File: src/design/pbcvd_pkg.sv
// Constants for the port pin control block with converter pin overrides.
// Assumes a 32-bit AXI4-Lite register bus with byte addresses.
package pbcvd_pkg;
  localparam int PINS = 8;
  localparam int AW = 8;
  // Register byte offsets
  localparam logic [7:0] OFF_PORT = 8'h00;
  localparam logic [7:0] OFF_MODIFY = 8'h04;
  localparam logic [7:0] OFF_LATCH = 8'h08;
  localparam logic [7:0] OFF_DIR = 8'h0C;
  localparam logic [7:0] OFF_ANALOG = 8'h10;
  localparam logic [7:0] OFF_C1_HI = 8'h14;
  localparam logic [7:0] OFF_C2_LO = 8'h18;
  localparam logic [7:0] OFF_C2_HI = 8'h1C;
  localparam logic [7:0] OFF_GUARD = 8'h20;
  localparam logic [7:0] OFF_STATUS = 8'h24;
  // Values after reset
  localparam logic [7:0] RST_DIR = 8'hFF;
  localparam logic [7:0] RST_ANALOG = 8'hFF;
  localparam logic [7:0] RST_LATCH = 8'h00;
  localparam logic [7:0] RST_CHAN = 8'h00;
  localparam logic [7:0] RST_GUARD = 8'h00;
  // Guard control fields
  localparam int GRD_B_OE = 7;
  localparam int GRD_A_OE = 6;
  localparam int GRD_POL = 5;
  localparam int TX_POL = 0;
  localparam logic [7:0] GRD_IMPL = 8'hE1;
  // Bits with no pin on the reduced variant
  localparam logic [7:0] C1_HI_NOPIN = 8'hFC;
  localparam logic [7:0] C2_HI_NOPIN = 8'hF8;
  // Analog channel number behind each bit
  localparam logic [5:0] C1_HI_CH [8] = '{6'h12, 6'h13, 6'h1E, 6'h1F, 6'h20, 6'h21, 6'h22, 6'h23};
  localparam logic [5:0] C2_LO_CH [8] = '{6'h14, 6'h15, 6'h16, 6'h17, 6'h18, 6'h19, 6'h1A, 6'h1B};
  localparam logic [5:0] C2_HI_CH [8] = '{6'h1C, 6'h1D, 6'h28, 6'h29, 6'h2A, 6'h2B, 6'h2C, 6'h2D};
  localparam logic [5:0] PRE_OFF = 6'h00;
  localparam logic [1:0] RESP_OKAY = 2'h0;
  localparam logic [1:0] RESP_SLVERR = 2'h2;
endpackage

File: src/design/pbcvd_port.sv
// Port pin control: direction, latch, analog read masking, output priority,
// converter secondary channel overrides and guard ring / TX outputs.
// Assumes pins sampled synchronously to clk_sys; converter sequencer outside.
// Function
// - Each port pin has its own direction bit, latch bit and input path.
// - Direction bit 1 turns the pin driver off; pin is an input.
// - Direction bit 0 drives the pin from its output latch.
// - Port data read returns pin levels; write goes to the latch.
// - Modify register writes are read-modify-write: pins sampled, masked bits replaced, stored in latch.
// - Analog-selected pins read as zero digitally.
// - Analog select never affects digital output driving.
// - Analog select bits reset to analog; software clears them.
// - Several enabled sources: the highest priority one owns the pin.
// - Fixed per-pin priority order from event input down to latch.
// - Secondary channel bit set connects that channel beside the primary.
// - A channel both primary and secondary counts only as primary.
// - Converter 2 low secondary channel bit forces the matching pin driver off.
// - Secondary connections and overrides act only with converter enabled.
// - Reduced variant: channel bits without pins read zero.
// - Bit 5 sets guard start level in precharge; bits 4-1 read zero.
// - Guard B holds level; in dual sample toggles at precharge start.
// - Dual sample with inverted polarity inverts second conversion outputs.
`timescale 1ns/1ps
module pbcvd_port #(
  parameter int REDUCED_VARIANT = 0
) (
  // Clock and reset
  input wire logic clk_sys,
  input wire logic rst,
  // AXI4-Lite slave
  input wire logic [pbcvd_pkg::AW-1:0] s_awaddr,
  input wire logic s_awvalid,
  output logic s_awready,
  input wire logic [31:0] s_wdata,
  input wire logic [3:0] s_wstrb,
  input wire logic s_wvalid,
  output logic s_wready,
  output logic [1:0] s_bresp,
  output logic s_bvalid,
  input wire logic s_bready,
  input wire logic [pbcvd_pkg::AW-1:0] s_araddr,
  input wire logic s_arvalid,
  output logic s_arready,
  output logic [31:0] s_rdata,
  output logic [1:0] s_rresp,
  output logic s_rvalid,
  input wire logic s_rready,
  // Package pins
  input wire logic [7:0] pin_in,
  output logic [7:0] pin_out,
  output logic [7:0] pin_oe_n,
  // Peripheral output sources
  input wire logic edge_event_oe,
  input wire logic edge_event_out,
  input wire logic [3:0] pulse_oe,
  input wire logic [3:0] pulse_out,
  input wire logic programming_clock_oe,
  input wire logic programming_clock,
  input wire logic programming_data_oe,
  input wire logic programming_data,
  // Converter status from the sequencer
  input wire logic conv1_enable,
  input wire logic conv2_enable,
  input wire logic [5:0] conv1_primary_channel,
  input wire logic [5:0] conv2_primary_channel,
  input wire logic [5:0] precharge_time,
  input wire logic conversion_start_done,
  input wire logic precharge_start,
  input wire logic acquisition_start,
  input wire logic dual_sample_enable,
  input wire logic inverted_polarity_enable,
  input wire logic second_conversion,
  // Converter side results
  output logic [7:0] conv1_sec_connect,
  output logic [15:0] conv2_sec_connect,
  output logic tx_out,
  output logic tx_active
);

  if (REDUCED_VARIANT < 0 || REDUCED_VARIANT > 1) begin : g_chk
    $error("REDUCED_VARIANT must be 0 or 1");
  end

  localparam logic [7:0] C1_MASK = (REDUCED_VARIANT == 1) ? ~pbcvd_pkg::C1_HI_NOPIN : 8'hFF;
  localparam logic [7:0] C2_MASK = (REDUCED_VARIANT == 1) ? ~pbcvd_pkg::C2_HI_NOPIN : 8'hFF;

  logic [7:0] out_latch_reg;
  logic [7:0] pin_dir_reg;
  logic [7:0] analog_reg;
  logic [7:0] c1_hi_reg;
  logic [7:0] c2_lo_reg;
  logic [7:0] c2_hi_reg;
  logic [7:0] guard_reg;
  logic [7:0] wa_reg;
  logic [31:0] wd_reg;
  logic [3:0] ws_reg;
  logic do_wr;
  logic wr_ok;
  logic [31:0] rd_val;
  logic rd_ok;
  logic [7:0] pin_rd;
  logic [7:0] sec_ovr;
  logic [7:0] mux_val;
  logic guard_a_reg;
  logic guard_b_reg;
  logic tx_reg;
  logic go_prev_reg;
  logic go_rise;
  logic start_inv;
  logic pre_on;
  logic guard_a_act;
  logic guard_b_act;

  assign pin_rd = pin_in & ~analog_reg;
  assign do_wr = !s_awready && !s_wready && !s_bvalid;
  assign go_rise = conversion_start_done && !go_prev_reg;
  assign pre_on = precharge_time != pbcvd_pkg::PRE_OFF;
  assign start_inv = dual_sample_enable && inverted_polarity_enable && second_conversion;
  assign guard_a_act = conv1_enable && guard_reg[pbcvd_pkg::GRD_A_OE];
  assign guard_b_act = conv1_enable && guard_reg[pbcvd_pkg::GRD_B_OE];

  // Write channel: address and data taken in either order
  always_ff @(posedge clk_sys) begin
    if (rst) begin
      s_awready <= 1'b1;
      s_wready <= 1'b1;
      s_bvalid <= 1'b0;
      s_bresp <= pbcvd_pkg::RESP_OKAY;
      wa_reg <= 8'h00;
      wd_reg <= 32'h0000_0000;
      ws_reg <= 4'h0;
    end else begin
      if (s_awvalid && s_awready) begin
        wa_reg <= s_awaddr;
        s_awready <= 1'b0;
      end
      if (s_wvalid && s_wready) begin
        wd_reg <= s_wdata;
        ws_reg <= s_wstrb;
        s_wready <= 1'b0;
      end
      if (do_wr) begin
        s_bvalid <= 1'b1;
        s_bresp <= wr_ok ? pbcvd_pkg::RESP_OKAY : pbcvd_pkg::RESP_SLVERR;
      end else if (s_bvalid && s_bready) begin
        s_bvalid <= 1'b0;
        s_awready <= 1'b1;
        s_wready <= 1'b1;
      end
    end
  end

  always_comb begin
    case ({wa_reg[7:2], 2'b00})
      pbcvd_pkg::OFF_PORT, pbcvd_pkg::OFF_MODIFY, pbcvd_pkg::OFF_LATCH, pbcvd_pkg::OFF_DIR,
      pbcvd_pkg::OFF_ANALOG, pbcvd_pkg::OFF_C1_HI, pbcvd_pkg::OFF_C2_LO, pbcvd_pkg::OFF_C2_HI,
      pbcvd_pkg::OFF_GUARD, pbcvd_pkg::OFF_STATUS: wr_ok = 1'b1;
      default: wr_ok = 1'b0;
    endcase
  end

  // Output latch; the modify register merges masked bits into sampled pins
  always_ff @(posedge clk_sys) begin
    if (rst) begin
      out_latch_reg <= pbcvd_pkg::RST_LATCH;
    end else if (do_wr && ws_reg[0]) begin
      if (wa_reg == pbcvd_pkg::OFF_PORT || wa_reg == pbcvd_pkg::OFF_LATCH) begin
        out_latch_reg <= wd_reg[7:0];
      end else if (wa_reg == pbcvd_pkg::OFF_MODIFY && ws_reg[1]) begin
        out_latch_reg <= (pin_rd & ~wd_reg[15:8]) | (wd_reg[7:0] & wd_reg[15:8]);
      end
    end
  end

  // Direction and analog select; both start as inputs in analog mode
  always_ff @(posedge clk_sys) begin
    if (rst) begin
      pin_dir_reg <= pbcvd_pkg::RST_DIR;
      analog_reg <= pbcvd_pkg::RST_ANALOG;
    end else if (do_wr && ws_reg[0]) begin
      if (wa_reg == pbcvd_pkg::OFF_DIR) begin
        pin_dir_reg <= wd_reg[7:0];
      end
      if (wa_reg == pbcvd_pkg::OFF_ANALOG) begin
        analog_reg <= wd_reg[7:0];
      end
    end
  end

  // Secondary channel and guard control registers
  always_ff @(posedge clk_sys) begin
    if (rst) begin
      c1_hi_reg <= pbcvd_pkg::RST_CHAN;
      c2_lo_reg <= pbcvd_pkg::RST_CHAN;
      c2_hi_reg <= pbcvd_pkg::RST_CHAN;
      guard_reg <= pbcvd_pkg::RST_GUARD;
    end else if (do_wr && ws_reg[0]) begin
      case (wa_reg)
        pbcvd_pkg::OFF_C1_HI: c1_hi_reg <= wd_reg[7:0] & C1_MASK;
        pbcvd_pkg::OFF_C2_LO: c2_lo_reg <= wd_reg[7:0];
        pbcvd_pkg::OFF_C2_HI: c2_hi_reg <= wd_reg[7:0] & C2_MASK;
        pbcvd_pkg::OFF_GUARD: guard_reg <= wd_reg[7:0] & pbcvd_pkg::GRD_IMPL;
        default: guard_reg <= guard_reg;
      endcase
    end
  end

  // Read channel; data captured when the address is taken
  always_comb begin
    rd_ok = 1'b1;
    rd_val = 32'h0000_0000;
    case ({s_araddr[7:2], 2'b00})
      pbcvd_pkg::OFF_PORT: rd_val[7:0] = pin_rd;
      pbcvd_pkg::OFF_MODIFY: rd_val = 32'h0000_0000;
      pbcvd_pkg::OFF_LATCH: rd_val[7:0] = out_latch_reg;
      pbcvd_pkg::OFF_DIR: rd_val[7:0] = pin_dir_reg;
      pbcvd_pkg::OFF_ANALOG: rd_val[7:0] = analog_reg;
      pbcvd_pkg::OFF_C1_HI: rd_val[7:0] = c1_hi_reg;
      pbcvd_pkg::OFF_C2_LO: rd_val[7:0] = c2_lo_reg;
      pbcvd_pkg::OFF_C2_HI: rd_val[7:0] = c2_hi_reg;
      pbcvd_pkg::OFF_GUARD: rd_val[7:0] = guard_reg;
      pbcvd_pkg::OFF_STATUS: rd_val[10:0] = {guard_b_reg, guard_a_reg, tx_reg, ~pin_oe_n};
      default: rd_ok = 1'b0;
    endcase
  end

  always_ff @(posedge clk_sys) begin
    if (rst) begin
      s_arready <= 1'b1;
      s_rvalid <= 1'b0;
      s_rdata <= 32'h0000_0000;
      s_rresp <= pbcvd_pkg::RESP_OKAY;
    end else if (s_arvalid && s_arready) begin
      s_arready <= 1'b0;
      s_rvalid <= 1'b1;
      s_rdata <= rd_val;
      s_rresp <= rd_ok ? pbcvd_pkg::RESP_OKAY : pbcvd_pkg::RESP_SLVERR;
    end else if (s_rvalid && s_rready) begin
      s_rvalid <= 1'b0;
      s_arready <= 1'b1;
    end
  end

  // Secondary connections, dropping any channel that is also the primary
  always_ff @(posedge clk_sys) begin
    if (rst) begin
      conv1_sec_connect <= 8'h00;
      conv2_sec_connect <= 16'h0000;
    end else begin
      for (int i = 0; i < 8; i++) begin
        conv1_sec_connect[i] <= conv1_enable && c1_hi_reg[i]
          && conv1_primary_channel != pbcvd_pkg::C1_HI_CH[i];
        conv2_sec_connect[i] <= conv2_enable && c2_lo_reg[i]
          && conv2_primary_channel != pbcvd_pkg::C2_LO_CH[i];
        conv2_sec_connect[i+8] <= conv2_enable && c2_hi_reg[i]
          && conv2_primary_channel != pbcvd_pkg::C2_HI_CH[i];
      end
    end
  end

  // Pins carry converter 2 low channels; a primary pin is tri-stated elsewhere
  always_comb begin
    for (int i = 0; i < 8; i++) begin
      sec_ovr[i] = conv2_enable && c2_lo_reg[i] && conv2_primary_channel != pbcvd_pkg::C2_LO_CH[i];
    end
  end

  // Guard ring and TX sequencing on converter 1
  always_ff @(posedge clk_sys) begin
    if (rst || !conv1_enable) begin
      guard_a_reg <= 1'b0;
      guard_b_reg <= 1'b0;
      tx_reg <= 1'b0;
      go_prev_reg <= 1'b0;
    end else begin
      go_prev_reg <= conversion_start_done;
      if (precharge_start && pre_on) begin
        guard_a_reg <= guard_reg[pbcvd_pkg::GRD_POL] ^ start_inv;
        tx_reg <= guard_reg[pbcvd_pkg::TX_POL] ^ start_inv;
        if (dual_sample_enable) begin
          guard_b_reg <= ~guard_b_reg;
        end else begin
          guard_b_reg <= guard_reg[pbcvd_pkg::GRD_POL] ^ start_inv;
        end
      end else if (pre_on && acquisition_start) begin
        guard_a_reg <= ~guard_a_reg;
        tx_reg <= ~tx_reg;
      end else if (!pre_on && go_rise) begin
        // No precharge stage: start level and its toggle land together
        guard_a_reg <= ~(guard_reg[pbcvd_pkg::GRD_POL] ^ start_inv);
        tx_reg <= ~(guard_reg[pbcvd_pkg::TX_POL] ^ start_inv);
        guard_b_reg <= guard_reg[pbcvd_pkg::GRD_POL] ^ start_inv;
      end
    end
  end

  // Output priority; analog select plays no part in driving
  always_comb begin
    mux_val = out_latch_reg;
    if (edge_event_oe) begin
      mux_val[0] = edge_event_out;
    end else if (pulse_oe[0]) begin
      mux_val[0] = pulse_out[0];
    end
    for (int i = 1; i < 4; i++) begin
      if (pulse_oe[i]) begin
        mux_val[i] = pulse_out[i];
      end
    end
    if (guard_a_act) begin
      mux_val[5:4] = {2{guard_a_reg}};
    end
    if (programming_clock_oe) begin
      mux_val[6] = programming_clock;
    end else if (guard_b_act) begin
      mux_val[6] = guard_b_reg;
    end
    if (programming_data_oe) begin
      mux_val[7] = programming_data;
    end else if (guard_b_act) begin
      mux_val[7] = guard_b_reg;
    end
  end

  always_ff @(posedge clk_sys) begin
    if (rst) begin
      pin_out <= 8'h00;
      pin_oe_n <= 8'hFF;
      tx_out <= 1'b0;
      tx_active <= 1'b0;
    end else begin
      pin_out <= mux_val;
      pin_oe_n <= pin_dir_reg | sec_ovr;
      tx_out <= tx_reg;
      tx_active <= conv1_enable;
    end
  end
endmodule

File: config.mk
export PLATFORM = sky130hd
export DESIGN_NAME = pbcvd_port
export DESIGN_NICKNAME = d
export VERILOG_FILES = /design/src/design/pbcvd_pkg.sv /design/src/design/pbcvd_port.sv
export SDC_FILE = /design/constraint.sdc
export NUM_CORES = 1
export LEC_CHECK = 0
export BUFFER_PORTS_ARGS = -buffer_cell sky130_fd_sc_hd__clkbuf_2
export CAP_MARGIN = 20
export CELL_PAD_IN_SITES_DETAIL_PLACEMENT = 0
export CELL_PAD_IN_SITES_GLOBAL_PLACEMENT = 1
export CORE_ASPECT_RATIO = 1.25
export CORE_UTILIZATION = 40
export CTS_CLUSTER_DIAMETER = 60
export DETAILED_ROUTE_END_ITERATION = 8
export GPL_ROUTABILITY_DRIVEN = 0
export GPL_TIMING_DRIVEN = 0
export PLACE_DENSITY = 0.91
export SETUP_SLACK_MARGIN = 0.3
export SLEW_MARGIN = 20
export SYNTH_ARGS = -nofsm -noshare
export SYNTH_HDL_FRONTEND = slang
export SYNTH_SLANG_ARGS = --single-unit
File: constraint.sdc
create_clock -name clk_sys -period 5.1 [get_ports clk_sys]
set_clock_uncertainty 0.1 [all_clocks]
set_input_delay 0.51 -clock clk_sys [delete_from_list [all_inputs] [get_ports clk_sys]]
set_output_delay 0.51 -clock clk_sys [all_outputs]
set_load 0.05 [all_outputs]
==> impl.org <==
** Worst setup path
- Category of the worst setup path launch point :: flip-flop
- By instance count, the cell type seen most on the critical path is sky130_fd_sc_hd__clkbuf_1.
- Cells traversed along the worst timing path :: nor3_1 > nand4_1 > or3_1 > clkbuf_1 > clkbuf_1 > a211o_1
- Data on the critical path arrives at its endpoint at 2.63 ns.
- For flop-to-flop paths, the worst setup slack is 2.67 ns.
- The endpoint identified for the worst register-to-register timing path is analog_reg[6].
- Critical-path top delay cell :: sky130_fd_sc_hd__nor3_1
- In this run the worst path has a maximum fanout of 10.
- Worst Setup SP :: s_bvalid
- For the worst setup path, the data required time is 5.30 ns.
- Delay of the slowest critical-path stage :: 0.44 ns
- Source of the worst register-to-register timing path :: s_bvalid
- Path type of the worst setup path :: flip-flop to flip-flop
- Depth of the most critical reg-to-reg path :: 6
- STA classifies the critical path endpoint as a flip-flop.
- Crit path capture :: analog_reg[6]

** Die
- In this run the vertical extent of the chip is 140 um.
- The initial utilization of the core area, before any placement, comes to 40.7%.
- Die Outline Area :: 0.0157 sq mm
- The die is 112 um wide.
- The floorplan has 50 rows.
- After floorplanning, the core was sized to cover 0.0150 sq mm.
- Pin placement for this block handled 190 I/O pins.

** CTS
- Post-CTS resize count :: 0
- CTS saw 142 sinks.
- # hold bufs at CTS :: 0
- Clock insertion delay at the later pin of the skew report :: 0.42 ns
- H-tree Lvls :: 4
- Clock Tree Root :: sky130_fd_sc_hd__clkbuf_16
- TritonCTS built the clock tree.
- Once the clock tree was built, the setup fixing pass inserted 0 buffers.
- The longest clock path from root to sink contains 2 buffers.
- After clock tree synthesis, the clock-pin slew on the worst setup and hold paths is 0.06 ns.
- Number of CTS-inserted buffers :: 17

** Worst hold path
- The tightest min-delay check is of the input port to flip-flop type.
- Worst Hold Path Cells :: 2

** Placed design
- Number of cells after detailed placement :: 1056
- Placement Setup Slack :: 2.33 ns
- Port Buffers :: 142
- In this run the cell area measured after placement is 0.00711 sq mm.
- Detailed Place HPWL :: 13700 um

** Route
- Number of iterations in the first detailed-routing pass :: 5
- Vias after detailed routing :: 5750
- In the routed design, unresolved DRC markers number 0.
- Drt initial violations :: 440
- The detail route stage leaves a number of antenna-violating nets equal to 0.
- Dividing the detail-routed wire length by the instance count gives 16.9 um.
- After detailed routing, the number of vias per cell comes to 5.29.
- After detailed routing, the total wire length is 18400 um.

** Global routing
- GR Overflow Total :: 0
- Wire length of the first global-routing pass :: 27800 um
- Total global routing track utilization :: 23.4%
- Maximum number of pins on one net before global-route repair :: 17
- Vias in the first global route :: 5336
- The number of antenna violations at the first check in global routing came to 0.

** Finish
- In the layout the commonest cells are sky130_fd_sc_hd__dfxtp_1, sky130_fd_sc_hd__clkbuf_2, sky130_fd_sc_hd__nand2_1.
- Non-filler instance count after layout :: 1087
- Once layout is complete, the utilization of the core stands at 51.8%.
- Seq. cell area :: 0.00284 sq mm
- Inserted Diodes :: 0
- In the final design database the tool counted 1000 nets.
- Area taken by multi-input logic gates :: 0.00294 sq mm
- Share of post-route cells with drive strength above 1 :: 24.3%
- From synthesis to final layout, the design area changed by 27.1%.
- Summing all non-filler instances in the final layout gives an area of 0.00774 sq mm.
- The layout has 1433 filler cells.

** Logic synthesis
- The most used flip-flop cell after synthesis is sky130_fd_sc_hd__dfxtp_1.
- A synthesized cell averages 8.58 sq um.
- Top cells by area, synth :: sky130_fd_sc_hd__dfxtp_1, sky130_fd_sc_hd__nand2_1, sky130_fd_sc_hd__nor2_1, sky130_fd_sc_hd__a21oi_1, sky130_fd_sc_hd__mux2i_1
- The synthesized design contains 142 register bits.
- Cells after synthesis :: 710
- Of the synthesized area, sequential elements account for 46.7%.
- The mapped netlist covers 0.00609 sq mm.
- Yosys mapped a number of flops with a built-in enable equal to 0.
- In the synthesized netlist the async set-or-reset flop fraction comes to 0%.
- Synthesis instantiated 47 different standard cells from the library.
- Warning count from the yosys run :: 0
- Yosys top cell area share :: 46.7%
- The synthesized design spends more area on one cell type than any other, namely sky130_fd_sc_hd__dfxtp_1.

** Pwr
- Power share of the combinational group :: 9.7%
- The internal power of the cells totals 2.06 mW.
- The clock network burns 48.1% of the power.
- Leak Pwr :: 3.14 nW
- Net load switching power :: 0.679 mW
- Switching power as a share of total power :: 24.8%
- Peak supply drop :: 0.241 mV
- For this design the ratio of total power to cell area is 354 mW/mm^2.
- Registers are responsible for 42.2% of the overall power.
- Overall power consumption after layout is estimated at 2.74 mW.

** STA
- Max-slew headroom :: 25.4%
- Worst hold slack across all endpoints :: 0.194 ns
- Setup repair after global routing left no endpoint under its margin.
- Share of the cycle needed by the critical path after routing :: 47.6%
- Setup violations remaining at the end of the flow were counted as 0.
- Clock period minus final worst setup slack :: 2.43 ns
- Number of endpoints with negative hold slack in the final report :: 0
- In the final timing run, aggregate negative setup slack is 0 ns.
- The max-slew violation count is 0.
- Derived from the worst setup path, the maximum achievable clock frequency is 412 MHz.
- Worst setup margin :: 2.67 ns
- Actual slew at the worst max-slew pin :: 1.11 ns

** Status
- The flow ran to the end, and the final reports show no timing, DRC or antenna violations.

** Job
- Max capacitance violation total :: 0
==> worst max-delay path: cells and delay by family (launching register included) <==
| kind | cells | cell delay, ns |
|---|---|---|
| flip-flops | 1 | 0.34 |
| AO/OA/AOI/OAI | 1 | 0.35 |
| AND/OR/NAND/NOR | 3 | 1.03 |
| buffers and inverters | 2 | 0.49 |
==> cells by family (layout without fill, tap and decap cells) <==
group | count (synthesis) | in the layout | share of synthesized area, %
AND/OR/NAND/NOR | 278 | 278 | 20.7
AO/OA/AOI/OAI | 171 | 171 | 17.8
flip-flops | 142 | 142 | 46.7
buffers and inverters | 77 | 250 | 6.57
multiplexers | 39 | 39 | 7.93
XOR/XNOR | 2 | 2 | 0.288
other | 1 | 23 | 0.0616
==> layer usage <==
layer  up-vias  global-route usage (%)  share of wire (%)
li1       2802                       -                  -
met1      2647                    27.8                 40
met2       252                    41.2                 50
met3        49                    4.20                6.4
met4         0                    10.0                3.7
met5         -                       0                  0
==> power groups by stage <==
| stage | Clock, mW | Combinational [mW] | Sequential [mW] |
|---|---|---|---|
| 2_1_floorplan | 0 | 0.159 | 1.19 |
| 3_3_place_gp | 0 | 0.260 | 1.18 |
| 3_5_place_dp | 0 | 0.262 | 1.18 |
| 4_1_cts | 1.32 | 0.263 | 1.16 |
| 5_1_grt | 1.37 | 0.287 | 1.16 |
| 6_report | 1.32 | 0.265 | 1.16 |
==> synthesized netlist by cell type (all sizes together) (2+ instances only) <==
cell and count:
dfxtp 142, nand2 100, nor2 94, a21oi 66, o21ai 46, buf 32, clkbuf 29, mux2i 28
nand3 22, a211o 16, inv 16, nand2b 13, o311a 10, nor2b 9, a211oi 8, mux4 7
a22oi 6, nor3 6, and2 5, nor3b 5, o221ai 5, mux2 4, nand3b 4, a311oi 3
a31oi 3, nand4 3, nor4 3, nor4b 3, o311ai 2, o41ai 2, or2 2, or3 2
or4 2, or4b 2, xor2 2
==> final cells by class <==
cell class / count / share of cell area (%)
multi-input combinational: 513 / 38.0
buffer: 61 / 4.40
sequential: 142 / 36.7
inverter: 16 / 0.776
tap: 182 / 2.94
clock buffer: 21 / 5.95
timing repair buffer: 142 / 9.18
clock inverter: 10 / 2.09
==> how the worst min path moves through the flow <==
stage	startpoint	end	slack (ns)
after detailed placement	s_rdata[0]	s_rdata[0]	0.34
after floorplan	c2_hi_reg[2]	conv2_sec_connect[10]	0.32
after global routing	s_wvalid	s_wready	0.20
after CTS	s_wvalid	s_wready	0.19
after global placement	s_rdata[8]	s_rdata[8]	0.34
final	s_wvalid	s_wready	0.19
Note: power is estimated with default switching activity, not from simulation.
